==> src/rtl/pbm_pkg.sv <==
// Constants and types shared by the basic management register bank.
package pbm_pkg;

    // ------------------------------------------------------------------
    // Timing
    // ------------------------------------------------------------------
    localparam int CLK_PERIOD_NS = 50;
    localparam int SOFT_RESET_NS = 1000;
    localparam int SOFT_RESET_CYCLES =
        (SOFT_RESET_NS + CLK_PERIOD_NS - 1) / CLK_PERIOD_NS;
    localparam logic [15:0] SOFT_RESET_LOAD = 16'(SOFT_RESET_CYCLES - 1);
    localparam logic [1:0] STRAP_WAIT = 2'h2;

    // ------------------------------------------------------------------
    // Management frame
    // ------------------------------------------------------------------
    localparam logic [5:0] PREAMBLE_ONES = 6'h20;
    localparam logic [4:0] HEADER_LAST = 5'h0C;
    localparam logic [4:0] DATA_LAST = 5'h0F;
    localparam logic [1:0] OP_WRITE = 2'h1;
    localparam logic [1:0] OP_READ = 2'h2;

    // ------------------------------------------------------------------
    // Register indices
    // ------------------------------------------------------------------
    localparam logic [4:0] IDX_CONTROL = 5'h00;
    localparam logic [4:0] IDX_STATUS = 5'h01;
    localparam logic [4:0] IDX_ID_HIGH = 5'h02;
    localparam logic [4:0] IDX_ID_LOW = 5'h03;
    localparam logic [4:0] IDX_ADVERTISE = 5'h04;
    localparam logic [4:0] IDX_PARTNER = 5'h05;
    localparam logic [4:0] IDX_EXPANSION = 5'h06;
    localparam logic [4:0] IDX_ENERGY_TIMING = 5'h10;
    localparam logic [4:0] IDX_MODE_CTL = 5'h11;
    localparam logic [4:0] IDX_SPECIAL_MODES = 5'h12;
    localparam logic [4:0] IDX_SYMBOL_ERR = 5'h1A;
    localparam logic [4:0] IDX_SPECIAL_IND = 5'h1B;
    localparam logic [4:0] IDX_INT_SOURCE = 5'h1D;
    localparam logic [4:0] IDX_INT_MASK = 5'h1E;
    localparam logic [4:0] IDX_SPECIAL_CTL = 5'h1F;

    // ------------------------------------------------------------------
    // Field positions and fixed values
    // ------------------------------------------------------------------
    localparam int CTL_SOFT_RESET = 15;
    localparam int CTL_LOOPBACK = 14;
    localparam int CTL_SPEED = 13;
    localparam int CTL_AN_ENABLE = 12;
    localparam int CTL_POWER_DOWN = 11;
    localparam int CTL_ISOLATE = 10;
    localparam int CTL_AN_RESTART = 9;
    localparam int CTL_DUPLEX = 8;
    localparam int CTL_COL_TEST = 7;
    localparam int STS_AN_COMPLETE = 5;
    localparam int STS_REMOTE_FAULT = 4;
    localparam int STS_LINK = 2;
    localparam int STS_JABBER = 1;
    localparam logic [15:0] STATUS_FIXED_MASK = 16'hFF09;
    localparam logic [15:0] STATUS_FIXED_VALUE = 16'h7809;
    localparam int MODE_SPEED = 0;
    localparam int MODE_DUPLEX = 1;
    localparam int MODE_AN = 2;

    typedef enum logic [4:0] {
        ST_PREAMBLE = 5'h01,
        ST_HEADER = 5'h02,
        ST_TURN = 5'h04,
        ST_RDATA = 5'h08,
        ST_WDATA = 5'h10
    } pbm_state_t;

endpackage : pbm_pkg

==> src/rtl/pbm_mgmt_regs.sv <==
// Serial management slave with the basic control and status registers.
//
// Function
// - Writing control bit 15 starts soft reset; the bit self-clears when done.
// - After soft reset, speed, negotiation and duplex keep register values, not straps.
// - Control bit 14 selects loopback; resets to zero.
// - Control bit 13 selects 100 Mbps; ignored while negotiation is enabled.
// - Control bit 12 enables negotiation, overriding manual speed and duplex.
// - Speed, negotiation enable and duplex reset values come from mode straps.
// - Control bit 10 isolates the device from the data interface.
// - Control bit 9 restarts negotiation and clears itself.
// - Control bit 8 selects full duplex; ignored under negotiation.
// - Control bit 7 enables the collision test; resets to zero.
// - Control bits 6 to 0 are read-only zero; writes do nothing.
// - Status bits 14 to 11 read one, bit 15 reads zero.
// - Status bits 10, 9 and 8 read zero.
// - Status bit 5 shows negotiation complete; resets to zero.
// - Status bit 4 latches high on remote fault until read.
// - Status bits 3 and 0 read one.
// - Status bit 2 shows link, latching low on loss until read.
// - Status bit 1 latches high on jabber until read.
// - Indices 0-6, 16-18, 26, 27, 29-31 are implemented.
// - After a read a latched bit falls, or the link bit rises, only if its condition is gone.
// - Registers are addressed by decimal index over the management link.
module pbm_mgmt_regs
    import pbm_pkg::*;
#(
    parameter logic [15:0] ID_HIGH_RESET = 16'h0A5A, // Value is arbitrary.
    parameter logic [15:0] ID_LOW_RESET = 16'h5A50   // Value is arbitrary.
)
(
    input wire logic ref_clk_in,
    input wire logic resetn_in,
    input wire logic mdc_in,
    input wire logic mdio_in,
    output logic mdio_out,
    output logic mdio_oe_out,
    input wire logic [4:0] phy_addr_in,
    input wire logic [2:0] mode_in,
    input wire logic link_up_in,
    input wire logic jabber_in,
    input wire logic remote_fault_in,
    input wire logic an_complete_in,
    input wire logic an_speed_100_in,
    input wire logic an_full_duplex_in,
    output logic soft_reset_out,
    output logic loopback_out,
    output logic speed_100_out,
    output logic full_duplex_out,
    output logic an_enable_out,
    output logic an_restart_out,
    output logic power_down_out,
    output logic isolate_out,
    output logic collision_test_out
);

    // ------------------------------------------------------------------
    // Declarations
    // ------------------------------------------------------------------
    logic rst_s1;
    logic rst_n;
    logic mdc_s1;
    logic mdc_s2;
    logic mdc_s3;
    logic mdio_s1;
    logic mdio_s2;
    logic [4:0] phy_s1;
    logic [4:0] phy_s2;
    logic [2:0] mode_s1;
    logic [2:0] mode_s2;
    logic mdc_rise;
    pbm_state_t state;
    logic [5:0] ones_cnt;
    logic [4:0] bit_cnt;
    logic [11:0] hdr;
    logic [12:0] header_full;
    logic header_ok;
    logic [4:0] frame_idx;
    logic frame_read;
    logic [15:0] rd_shift;
    logic [15:0] wr_shift;
    logic [15:0] wr_word;
    logic wr_strobe;
    logic rd_take;
    logic rd_status;
    logic ctrl_srst;
    logic ctrl_loop;
    logic ctrl_speed;
    logic ctrl_an;
    logic ctrl_pdown;
    logic ctrl_iso;
    logic ctrl_duplex;
    logic ctrl_col;
    logic an_restart;
    logic [15:0] srst_cnt;
    logic [1:0] strap_wait;
    logic straps_done;
    logic [4:0] phy_addr_q;
    logic jab_lat;
    logic rf_lat;
    logic link_lat;
    logic an_done;
    logic [15:0] ext_regs [0:31];
    logic [15:0] ctrl_word;
    logic [15:0] status_word;
    logic [15:0] read_word;

    localparam int SRST_BOUND = SOFT_RESET_CYCLES + 2;

    function automatic logic is_mapped(input logic [4:0] idx);
        logic hit;
        hit = 1'h0;
        case (idx)
            IDX_CONTROL, IDX_STATUS, IDX_ID_HIGH, IDX_ID_LOW,
            IDX_ADVERTISE, IDX_PARTNER, IDX_EXPANSION,
            IDX_ENERGY_TIMING, IDX_MODE_CTL, IDX_SPECIAL_MODES,
            IDX_SYMBOL_ERR, IDX_SPECIAL_IND, IDX_INT_SOURCE,
            IDX_INT_MASK, IDX_SPECIAL_CTL:
                hit = 1'h1;
            default:
                hit = 1'h0;
        endcase
        return hit;
    endfunction : is_mapped

    // ------------------------------------------------------------------
    // Reset release and input synchronisers
    // ------------------------------------------------------------------
    always_ff @(posedge ref_clk_in or negedge resetn_in)
    begin
        if (!resetn_in)
        begin
            rst_s1 <= 1'h0;
            rst_n <= 1'h0;
        end
        else
        begin
            rst_s1 <= 1'h1;
            rst_n <= rst_s1;
        end
    end

    always_ff @(posedge ref_clk_in or negedge rst_n)
    begin
        if (!rst_n)
        begin
            mdc_s1 <= 1'h0;
            mdc_s2 <= 1'h0;
            mdc_s3 <= 1'h0;
            mdio_s1 <= 1'h1;
            mdio_s2 <= 1'h1;
            phy_s1 <= 5'h00;
            phy_s2 <= 5'h00;
            mode_s1 <= 3'h0;
            mode_s2 <= 3'h0;
        end
        else
        begin
            mdc_s1 <= mdc_in;
            mdc_s2 <= mdc_s1;
            mdc_s3 <= mdc_s2;
            mdio_s1 <= mdio_in;
            mdio_s2 <= mdio_s1;
            phy_s1 <= phy_addr_in;
            phy_s2 <= phy_s1;
            mode_s1 <= mode_in;
            mode_s2 <= mode_s1;
        end
    end

    assign mdc_rise = mdc_s2 && !mdc_s3;

    // ------------------------------------------------------------------
    // Management frame decoding
    // ------------------------------------------------------------------
    // Preamble suppression is not supported: every frame needs 32 ones.
    assign header_full = {hdr, mdio_s2};
    assign header_ok = header_full[12] &&
        (header_full[9:5] == phy_addr_q) &&
        ((header_full[11:10] == OP_READ) ||
         (header_full[11:10] == OP_WRITE));
    assign rd_take = mdc_rise && (state == ST_HEADER) &&
        (bit_cnt == HEADER_LAST) && header_ok &&
        (header_full[11:10] == OP_READ);
    assign rd_status = rd_take && (header_full[4:0] == IDX_STATUS);
    assign wr_word = {wr_shift[14:0], mdio_s2};
    assign wr_strobe = mdc_rise && (state == ST_WDATA) &&
        (bit_cnt == DATA_LAST);

    always_ff @(posedge ref_clk_in or negedge rst_n)
    begin
        if (!rst_n)
        begin
            state <= ST_PREAMBLE;
            ones_cnt <= 6'h00;
            bit_cnt <= 5'h00;
            hdr <= 12'h000;
            frame_idx <= 5'h00;
            frame_read <= 1'h0;
            rd_shift <= 16'h0000;
            wr_shift <= 16'h0000;
            mdio_out <= 1'h0;
            mdio_oe_out <= 1'h0;
        end
        else if (mdc_rise)
        begin
            case (state)
                ST_PREAMBLE:
                begin
                    if (mdio_s2)
                    begin
                        if (ones_cnt != PREAMBLE_ONES)
                            ones_cnt <= ones_cnt + 6'h01;
                    end
                    else if (ones_cnt == PREAMBLE_ONES)
                    begin
                        state <= ST_HEADER;
                        bit_cnt <= 5'h00;
                        hdr <= 12'h000;
                    end
                    else
                        ones_cnt <= 6'h00;
                end
                ST_HEADER:
                begin
                    hdr <= header_full[11:0];
                    bit_cnt <= bit_cnt + 5'h01;
                    if (bit_cnt == HEADER_LAST)
                    begin
                        ones_cnt <= 6'h00;
                        bit_cnt <= 5'h00;
                        frame_idx <= header_full[4:0];
                        frame_read <= header_full[11:10] == OP_READ;
                        rd_shift <= read_word;
                        state <= header_ok ? ST_TURN : ST_PREAMBLE;
                    end
                end
                ST_TURN:
                begin
                    bit_cnt <= bit_cnt + 5'h01;
                    if (bit_cnt == 5'h00)
                    begin
                        mdio_oe_out <= frame_read;
                        mdio_out <= 1'h0;
                    end
                    else
                    begin
                        bit_cnt <= 5'h00;
                        state <= frame_read ? ST_RDATA : ST_WDATA;
                        mdio_out <= rd_shift[15];
                        rd_shift <= {rd_shift[14:0], 1'h0};
                    end
                end
                ST_RDATA:
                begin
                    bit_cnt <= bit_cnt + 5'h01;
                    if (bit_cnt == DATA_LAST)
                    begin
                        mdio_oe_out <= 1'h0;
                        mdio_out <= 1'h0;
                        state <= ST_PREAMBLE;
                    end
                    else
                    begin
                        mdio_out <= rd_shift[15];
                        rd_shift <= {rd_shift[14:0], 1'h0};
                    end
                end
                ST_WDATA:
                begin
                    bit_cnt <= bit_cnt + 5'h01;
                    wr_shift <= wr_word;
                    if (bit_cnt == DATA_LAST)
                        state <= ST_PREAMBLE;
                end
                default:
                begin
                    state <= ST_PREAMBLE;
                    mdio_oe_out <= 1'h0;
                end
            endcase
        end
    end

    // ------------------------------------------------------------------
    // Basic control register
    // ------------------------------------------------------------------
    always_ff @(posedge ref_clk_in or negedge rst_n)
    begin
        if (!rst_n)
        begin
            ctrl_srst <= 1'h0;
            ctrl_loop <= 1'h0;
            ctrl_speed <= 1'h0;
            ctrl_an <= 1'h0;
            ctrl_pdown <= 1'h0;
            ctrl_iso <= 1'h0;
            ctrl_duplex <= 1'h0;
            ctrl_col <= 1'h0;
            an_restart <= 1'h0;
            srst_cnt <= 16'h0000;
            strap_wait <= 2'h0;
            straps_done <= 1'h0;
            phy_addr_q <= 5'h00;
        end
        else
        begin
            an_restart <= 1'h0;
            if (ctrl_srst)
            begin
                // Control register writes arriving during a soft reset are dropped; other mapped registers except status still take theirs.
                if (srst_cnt == 16'h0000)
                    ctrl_srst <= 1'h0;
                else
                    srst_cnt <= srst_cnt - 16'h0001;
            end
            else if (wr_strobe && (frame_idx == IDX_CONTROL))
            begin
                if (wr_word[CTL_SOFT_RESET])
                begin
                    // Speed, negotiation and duplex survive.
                    ctrl_srst <= 1'h1;
                    srst_cnt <= SOFT_RESET_LOAD;
                    ctrl_loop <= 1'h0;
                    ctrl_pdown <= 1'h0;
                    ctrl_iso <= 1'h0;
                    ctrl_col <= 1'h0;
                end
                else
                begin
                    ctrl_loop <= wr_word[CTL_LOOPBACK];
                    ctrl_speed <= wr_word[CTL_SPEED];
                    ctrl_an <= wr_word[CTL_AN_ENABLE];
                    ctrl_pdown <= wr_word[CTL_POWER_DOWN];
                    ctrl_iso <= wr_word[CTL_ISOLATE];
                    ctrl_duplex <= wr_word[CTL_DUPLEX];
                    ctrl_col <= wr_word[CTL_COL_TEST];
                    an_restart <= wr_word[CTL_AN_RESTART];
                end
            end
            if (!straps_done)
            begin
                if (strap_wait == STRAP_WAIT)
                begin
                    ctrl_speed <= mode_s2[MODE_SPEED];
                    ctrl_duplex <= mode_s2[MODE_DUPLEX];
                    ctrl_an <= mode_s2[MODE_AN];
                    phy_addr_q <= phy_s2;
                    straps_done <= 1'h1;
                end
                else
                    strap_wait <= strap_wait + 2'h1;
            end
        end
    end

    // ------------------------------------------------------------------
    // Latched status indications
    // ------------------------------------------------------------------
    // A read clears a latch only when its condition has gone.
    always_ff @(posedge ref_clk_in or negedge rst_n)
    begin
        if (!rst_n)
        begin
            jab_lat <= 1'h0;
            rf_lat <= 1'h0;
            link_lat <= 1'h0;
            an_done <= 1'h0;
        end
        else
        begin
            jab_lat <= jabber_in ||
                (jab_lat && !rd_status && !ctrl_srst);
            rf_lat <= remote_fault_in ||
                (rf_lat && !rd_status && !ctrl_srst);
            if (rd_status)
                link_lat <= link_up_in;
            else
                link_lat <= link_lat && link_up_in && !ctrl_srst;
            an_done <= an_complete_in;
        end
    end

    // ------------------------------------------------------------------
    // Other mapped registers and read data
    // ------------------------------------------------------------------
    always_ff @(posedge ref_clk_in or negedge rst_n)
    begin
        if (!rst_n)
        begin
            for (int i = 0; i < 32; i++)
                ext_regs[i] <= 16'h0000;
            ext_regs[IDX_ID_HIGH] <= ID_HIGH_RESET;
            ext_regs[IDX_ID_LOW] <= ID_LOW_RESET;
        end
        else if (wr_strobe && is_mapped(frame_idx) &&
                 (frame_idx != IDX_CONTROL) && (frame_idx != IDX_STATUS))
            ext_regs[frame_idx] <= wr_word;
    end

    always_comb
    begin
        ctrl_word = 16'h0000;
        ctrl_word[CTL_SOFT_RESET] = ctrl_srst;
        ctrl_word[CTL_LOOPBACK] = ctrl_loop;
        ctrl_word[CTL_SPEED] = ctrl_speed;
        ctrl_word[CTL_AN_ENABLE] = ctrl_an;
        ctrl_word[CTL_POWER_DOWN] = ctrl_pdown;
        ctrl_word[CTL_ISOLATE] = ctrl_iso;
        ctrl_word[CTL_DUPLEX] = ctrl_duplex;
        ctrl_word[CTL_COL_TEST] = ctrl_col;
        status_word = STATUS_FIXED_VALUE;
        status_word[STS_AN_COMPLETE] = an_done;
        status_word[STS_REMOTE_FAULT] = rf_lat;
        status_word[STS_LINK] = link_lat;
        status_word[STS_JABBER] = jab_lat;
        case (header_full[4:0])
            IDX_CONTROL:
                read_word = ctrl_word;
            IDX_STATUS:
                read_word = status_word;
            default:
                read_word = is_mapped(header_full[4:0]) ?
                    ext_regs[header_full[4:0]] : 16'h0000;
        endcase
    end

    // ------------------------------------------------------------------
    // Registered outputs
    // ------------------------------------------------------------------
    always_ff @(posedge ref_clk_in or negedge rst_n)
    begin
        if (!rst_n)
        begin
            soft_reset_out <= 1'h0;
            loopback_out <= 1'h0;
            speed_100_out <= 1'h0;
            full_duplex_out <= 1'h0;
            an_enable_out <= 1'h0;
            an_restart_out <= 1'h0;
            power_down_out <= 1'h0;
            isolate_out <= 1'h0;
            collision_test_out <= 1'h0;
        end
        else
        begin
            soft_reset_out <= ctrl_srst;
            loopback_out <= ctrl_loop;
            // Negotiated results override the manual bits.
            speed_100_out <= ctrl_an ? an_speed_100_in : ctrl_speed;
            full_duplex_out <= ctrl_an ? an_full_duplex_in : ctrl_duplex;
            an_enable_out <= ctrl_an;
            an_restart_out <= an_restart;
            power_down_out <= ctrl_pdown;
            isolate_out <= ctrl_iso;
            collision_test_out <= ctrl_col;
        end
    end
endmodule : pbm_mgmt_regs

==> config.mk <==
export PLATFORM = sky130hd
export DESIGN_NAME = pbm_mgmt_regs
export DESIGN_NICKNAME = d
export VERILOG_FILES = /design/src/rtl/pbm_pkg.sv /design/src/rtl/pbm_mgmt_regs.sv
export SDC_FILE = /design/constraint.sdc
export NUM_CORES = 1
export LEC_CHECK = 0
export CAP_MARGIN = 20
export CORE_AREA = 2 2 194 196
export DETAILED_ROUTE_END_ITERATION = 7
export DIE_AREA = 0 0 196 198
export DONT_BUFFER_PORTS = 1
export PLACE_DENSITY_LB_ADDON = 0.2
export SLEW_MARGIN = 20
export SYNTH_ARGS = -nofsm -noshare
export SYNTH_HDL_FRONTEND = slang
export SYNTH_SLANG_ARGS = --single-unit
==> constraint.sdc <==
create_clock -name ref_clk_in -period 15.9 [get_ports ref_clk_in]
set_input_delay 1.59 -clock ref_clk_in [delete_from_list [all_inputs] [get_ports ref_clk_in]]
set_output_delay 1.59 -clock ref_clk_in [all_outputs]
set_load 0.005 [all_outputs]
* Word-level counts from Yosys, hierarchy flattened
Memories as Yosys holds them, arrays and structs flattened.
Cells that the tools add are included.
** Storage, ports and cells
- Memories :: 2
- Flip-flop bits (word level) :: 648
- Logic and storage cells :: 249
- Output and inout bits :: 11
- ROM bits :: 64
** Cells by class
- $add $sub $neg :: 4
- Muxes and demuxes :: 75
- Bitwise operators :: 6
- Equality and inequality tests :: 26
- Order comparisons :: 3
- Reductions and logical operators :: 54
** Memories
- (name not given) :: depth 32, bits a word 1, rd ports 1, clocked after memory_dff 0, wr ports 0, RTL line pbm_mgmt_regs.sv:113 : case (idx)
- (name not given) :: depth 32, bits a word 1, rd ports 1, clocked after memory_dff 0, wr ports 0, RTL line pbm_mgmt_regs.sv:113
** Operators with widths (number)
- $bwmux 512 :: 1
- $mux 16 :: 11
- $bmux 16 s5 :: 1
- $demux 16 s5 :: 1
- $mux 5 :: 10
- $pmux 16 s3 :: 1
- $pmux 5 s4 :: 2
- $mux 1 :: 36
- $pmux 16 s2 :: 1
- $mux 12 :: 2
- $mux 6 :: 4
- $pmux 12 s2 :: 1
- $logic_and 1x1->1 :: 21
- $logic_not 16->1 :: 1
- $sub 16x1->16 const B :: 1
- $eq 5x4->1 const B :: 3
- $logic_not 5->1 :: 3
- $ne 2x2->1 const B :: 7
- $ge 6x6->1 const B :: 2
- $not 5->6 :: 2
- $pmux 6 s2 :: 1
- $reduce_and 4->1 :: 3
- $eq 5x1->1 const B :: 2
- $reduce_and 2->1 :: 5
- 30 further kinds :: 46

* Longest topological paths before layout
- Depth after elaboration :: 11
- Mapped depth :: 10
- Gate-level depth less buffers :: 8

* Least setup slack after synthesis
No wires, ideal clock.
- Path type :: reg2reg
- Start :: register bit_cnt[0]
- End :: register ext_regs[21] (netlist name)
- Clock period less this slack :: 2.317 ns
- Buffers on the path :: 2
- Cell stages (with the launch flop) :: 9
- Arrival :: 2.192 ns
- Slack :: 13.583 ns
- Library setup time :: 0.125 ns
- Cell sequence :: dfrtp_1 -> ha_1 -> and3_1 -> ha_1 -> clkbuf_1 -> nand2_1 -> nor3_2 -> buf_2 -> mux2_2
** Between the ends
- Word-level cells in the longest chain between the ends :: 5
** RTL lines
- start, declared :: RTL line pbm_mgmt_regs.sv:74 : logic [4:0] bit_cnt;
- start signal, assigned :: RTL line pbm_mgmt_regs.sv:227 : bit_cnt <= bit_cnt + 5'h01;
- start signal, assigned :: RTL line pbm_mgmt_regs.sv:240 : bit_cnt <= bit_cnt + 5'h01;
- start signal, assigned :: RTL line pbm_mgmt_regs.sv:256 : bit_cnt <= bit_cnt + 5'h01;
- $eq 5x4->1 :: RTL line pbm_mgmt_regs.sv:188 : (bit_cnt == DATA_LAST);
- $logic_and 1x1->1 :: RTL line pbm_mgmt_regs.sv:187 : assign wr_strobe = mdc_rise && (state == ST_WDATA) &&
- $logic_and 1x1->1 (2 in a row) :: RTL line pbm_mgmt_regs.sv:396 : else if (wr_strobe && is_mapped(frame_idx) &&
- $logic_and 1x1->1 :: RTL line pbm_mgmt_regs.sv:397 : (frame_idx != IDX_CONTROL) && (frame_idx != IDX_STATUS))
- end signal, assigned by index :: RTL line pbm_mgmt_regs.sv:398 : ext_regs[frame_idx] <= wr_word;
- end, declared :: RTL line pbm_mgmt_regs.sv:103 : logic [15:0] ext_regs [0:31];
Every way passes these cells.
A chain may end at the register's enable or synchronous reset.

* Worst setup path after layout
- Start :: register state[3]
- End :: register ext_regs[69] (netlist name)
** Between the ends
- Word-level cells in the longest chain between the ends :: 6
** RTL lines
- start, declared :: RTL line pbm_mgmt_regs.sv:72 : pbm_state_t state;
- start signal, assigned :: RTL line pbm_mgmt_regs.sv:235 : state <= header_ok ? ST_TURN : ST_PREAMBLE;
- start signal, assigned :: RTL line pbm_mgmt_regs.sv:249 : state <= frame_read ? ST_RDATA : ST_WDATA;
- $eq 5x5->1 :: RTL line pbm_mgmt_regs.sv:187
- $logic_and 1x1->1 (2 in a row) :: RTL line pbm_mgmt_regs.sv:187
- $logic_and 1x1->1 (2 in a row) :: RTL line pbm_mgmt_regs.sv:396
- $logic_and 1x1->1 :: RTL line pbm_mgmt_regs.sv:397
Every way passes these cells.

==> reports/qor.txt <==
vias per cell: 5.852
slowest CP cell: and4_1
Crit. End Element: flop
grt met1 use: 31.26%
TritonRoute pass-1 iters: 5
Post-synth top flop: dfrtp_1
kind of critical path: flop to flop
met3 Track Usage GR: 4.139%
worst path required time: 16330 ps
clk sinks: 408
clk_skew: 15.55 ps
Clock power frac: 41.1%
post-DP HPWL: 24740 µm
Switching Share: 27.45%
Top Ports: 29
CP Cell Sequence: nor2_2 -> and4_1 -> and3_1 -> nand4_2 -> mux2_2
final setup violation count: 0
M2 GR Usage: 36.17%
P_leak: 9.117 nW
Max VDD drop: 0.00007181 V
gp weighted congestion: 0.8277
GRT Max-Usage Layer: met2
RR Startpoint: state[3]$_DFFE_PN0P_
Multi-input gate area: 0.007112 mm²
Worst R2R End: ext_regs[69]$_DFFE_PN0P_
Die W: 196 µm
TNS Setup: 0 ps
DRC viols: 0
CTS tree: done
Worst-path clk slew: 60 ps
CP top delay family: simple AND/OR/NAND/NOR gates
Critical Path Max Stage Delay: 890 ps
layout cells sized above 1: 29.19%
reg2reg setup slack: 12400 ps
EDFF count, synth: 0
core area: 0.03696 mm²
number of global-route vias before repair: 11370
Site Rows: 71
Synth Area per Inst: 12.51 µm²
clock tree buffer depth: 3
nets@finish: 1379
cts hold-fix bufs: 0
initial antenna violation count: 0
Vias: 10880
fmax: 285.9 MHz
Least-Margin Pin Slew: 1179 ps
syn_nets: 1472
largest area contributor in the netlist: dfrtp_1
Reg2Reg Depth: 5
Power, Total: 0.002496 W
Root Driver: clkbuf_16
GRT Util Overall: 22.48%
post-synth top area share: 54.39%
Starting Density: 48.93%
Routed Antenna Nets: 0
IO Port Bufs: 0
Max FO, Critical Path: 21
Mapped Area: 0.01808 mm²
min Tclk post-route: 3498 ps
top cells by count, synth: dfrtp_1, mux2_2, nand2_1
RSZ-0062 raised after global routing: no
FF+latch area: 0.01024 mm²
YS warnings: 0
net switching power: 0.0006852 W
Comb pwr share: 14.2%
Mapped Cells: 1445
worst path bufs/invs: 0
hold slack: 253.3 ps
Layout area overhead: 8.768%
max_cap viols: 0
final hold vios: 0
post-cts resize count: 0
First DRT Iteration DRCs: 657
Cell variety after synth: 69
FFs w/ async S/R, synth: 100.0%
CP startpoint kind: flop
total wire length: 41590 µm
Seq/Total Area, Yosys: 56.57%
Int Power: 0.001811 W
fill count: 3120
Post-CTS Setup Inserts: 0
most frequent cell after synthesis: dfrtp_1
Synth Register Bits: 408
Num CTS Buffers: 44
Worst slew margin: 21.39%
fin. max-slew vios: 0
die area: 0.03881 mm²
first-pass GRT wire length: 66830 µm
Area contributors post-synth: dfrtp_1, mux2_2, mux4_2, nand2_1, clkbuf_1
Power Density: 126.9 mW/mm²
HP Class: flop to asynchronous set/reset pin
drt wl/cell: 22.37 µm
H-tree depth: 2
Seq pwr share: 44.8%
grt ovf: 0
crit path DAT: 3930 ps
die height: 198 µm
post-route clock period utilization: 22.00%
pin count of the biggest net entering global routing: 189
status: complete, no violations
Clock Latency Late Sink: 560 ps
## sequential cells by signal (all words and copies together), names as in the netlist, 6 cells and up
register	cells
ext_regs	272
hdr	12
ones_cnt	6
rd_shift	16
srst_cnt	16
wr_shift	15
## stage by stage
stage	setup slack (ps)	util, %	cell area, µm²	std cells
floorplan	3713	-	18080	1445
global placement	12450	49.25	18200	1779
detailed placement	12390	49.25	18200	1779
CTS	12360	53.18	19650	1857
global route	12240	53.21	19660	1858
finish	12400	53.22	19670	1859
## how the worst max path moves through the flow
stage	startpoint	end	slack [ps]	cells past startpoint
6_report	state[3]$_DFFE_PN0P_	ext_regs[69]$_DFFE_PN0P_	12400	5
5_1_grt	state[1]$_DFFE_PN0P_	ext_regs[69]$_DFFE_PN0P_	12240	5
4_1_cts	state[3]$_DFFE_PN0P_	ext_regs[235]$_DFFE_PN0P_	12360	5
3_5_place_dp	state[3]$_DFFE_PN0P_	ext_regs[229]$_DFFE_PN0P_	12390	5
3_3_place_gp	mdio_s2$_DFF_PN1_	rd_shift[5]$_DFFE_PN0P_	12450	7
2_1_floorplan	rst_n$_DFF_PN0_	an_done$_DFF_PN0_	3710	0
## layer usage
layer / part of all wire [%] / up-vias
met5: 0 / -
met4: 2.7 / 0
li1: - / 4919
met3: 5.0 / 79
met1: 45 / 5635
met2: 47 / 246
## kinds of logic after synthesis
| family | Yosys count | synth area share (%) |
|---|---|---|
| compound gates | 206 | 7.792 |
| xor+xnor | 17 | 0.8235 |
| fa+ha+maj | 9 | 0.6228 |
| buf+inv | 182 | 4.200 |
| flops | 408 | 56.57 |
| mux | 301 | 20.95 |
| other cells | 1 | 0.02074 |
| simple gates | 321 | 9.024 |
## power by group through the flow
stage          combinational, W  clock, W  sequential [W]
2_1_floorplan          0.000252         0         0.00112
3_3_place_gp           0.000351         0         0.00114
3_5_place_dp           0.000352         0         0.00114
4_1_cts                0.000353   0.00105         0.00112
5_1_grt                0.000385   0.00109         0.00112
6_report               0.000353   0.00103         0.00112
## layout by cell type, fill, tap and decap left out, types with 11 or more instances in the layout
cell,synthesis,routed
nand2_1,126,126
a22o_1,12,12
nand2b_1,27,27
nor2_1,53,53
mux4_2,39,39
a221oi_1,16,16
nand4_1,11,11
mux2i_1,33,33
o31ai_1,15,15
o21ai_0,47,46
clkbuf_16,0,45
nor2b_1,26,25
dfrtp_1,393,391
mux2_2,229,229
o22ai_1,15,15
dfstp_2,15,14
inv_1,18,18
nand3_1,15,15
buf_4,5,22
a21oi_1,38,37
## final cells by class
cell class	count	share of cell area, %
clock buffers	64	6.597
clock inverters	14	0.7825
flip-flops and latches	408	52.07
repair buffers	24	0.9989
diodes	1	0.01272
well taps	474	3.016
multi-input cells	855	36.16
inverters	19	0.3626
No activity file was read; power rests on OpenSTA's default activity.
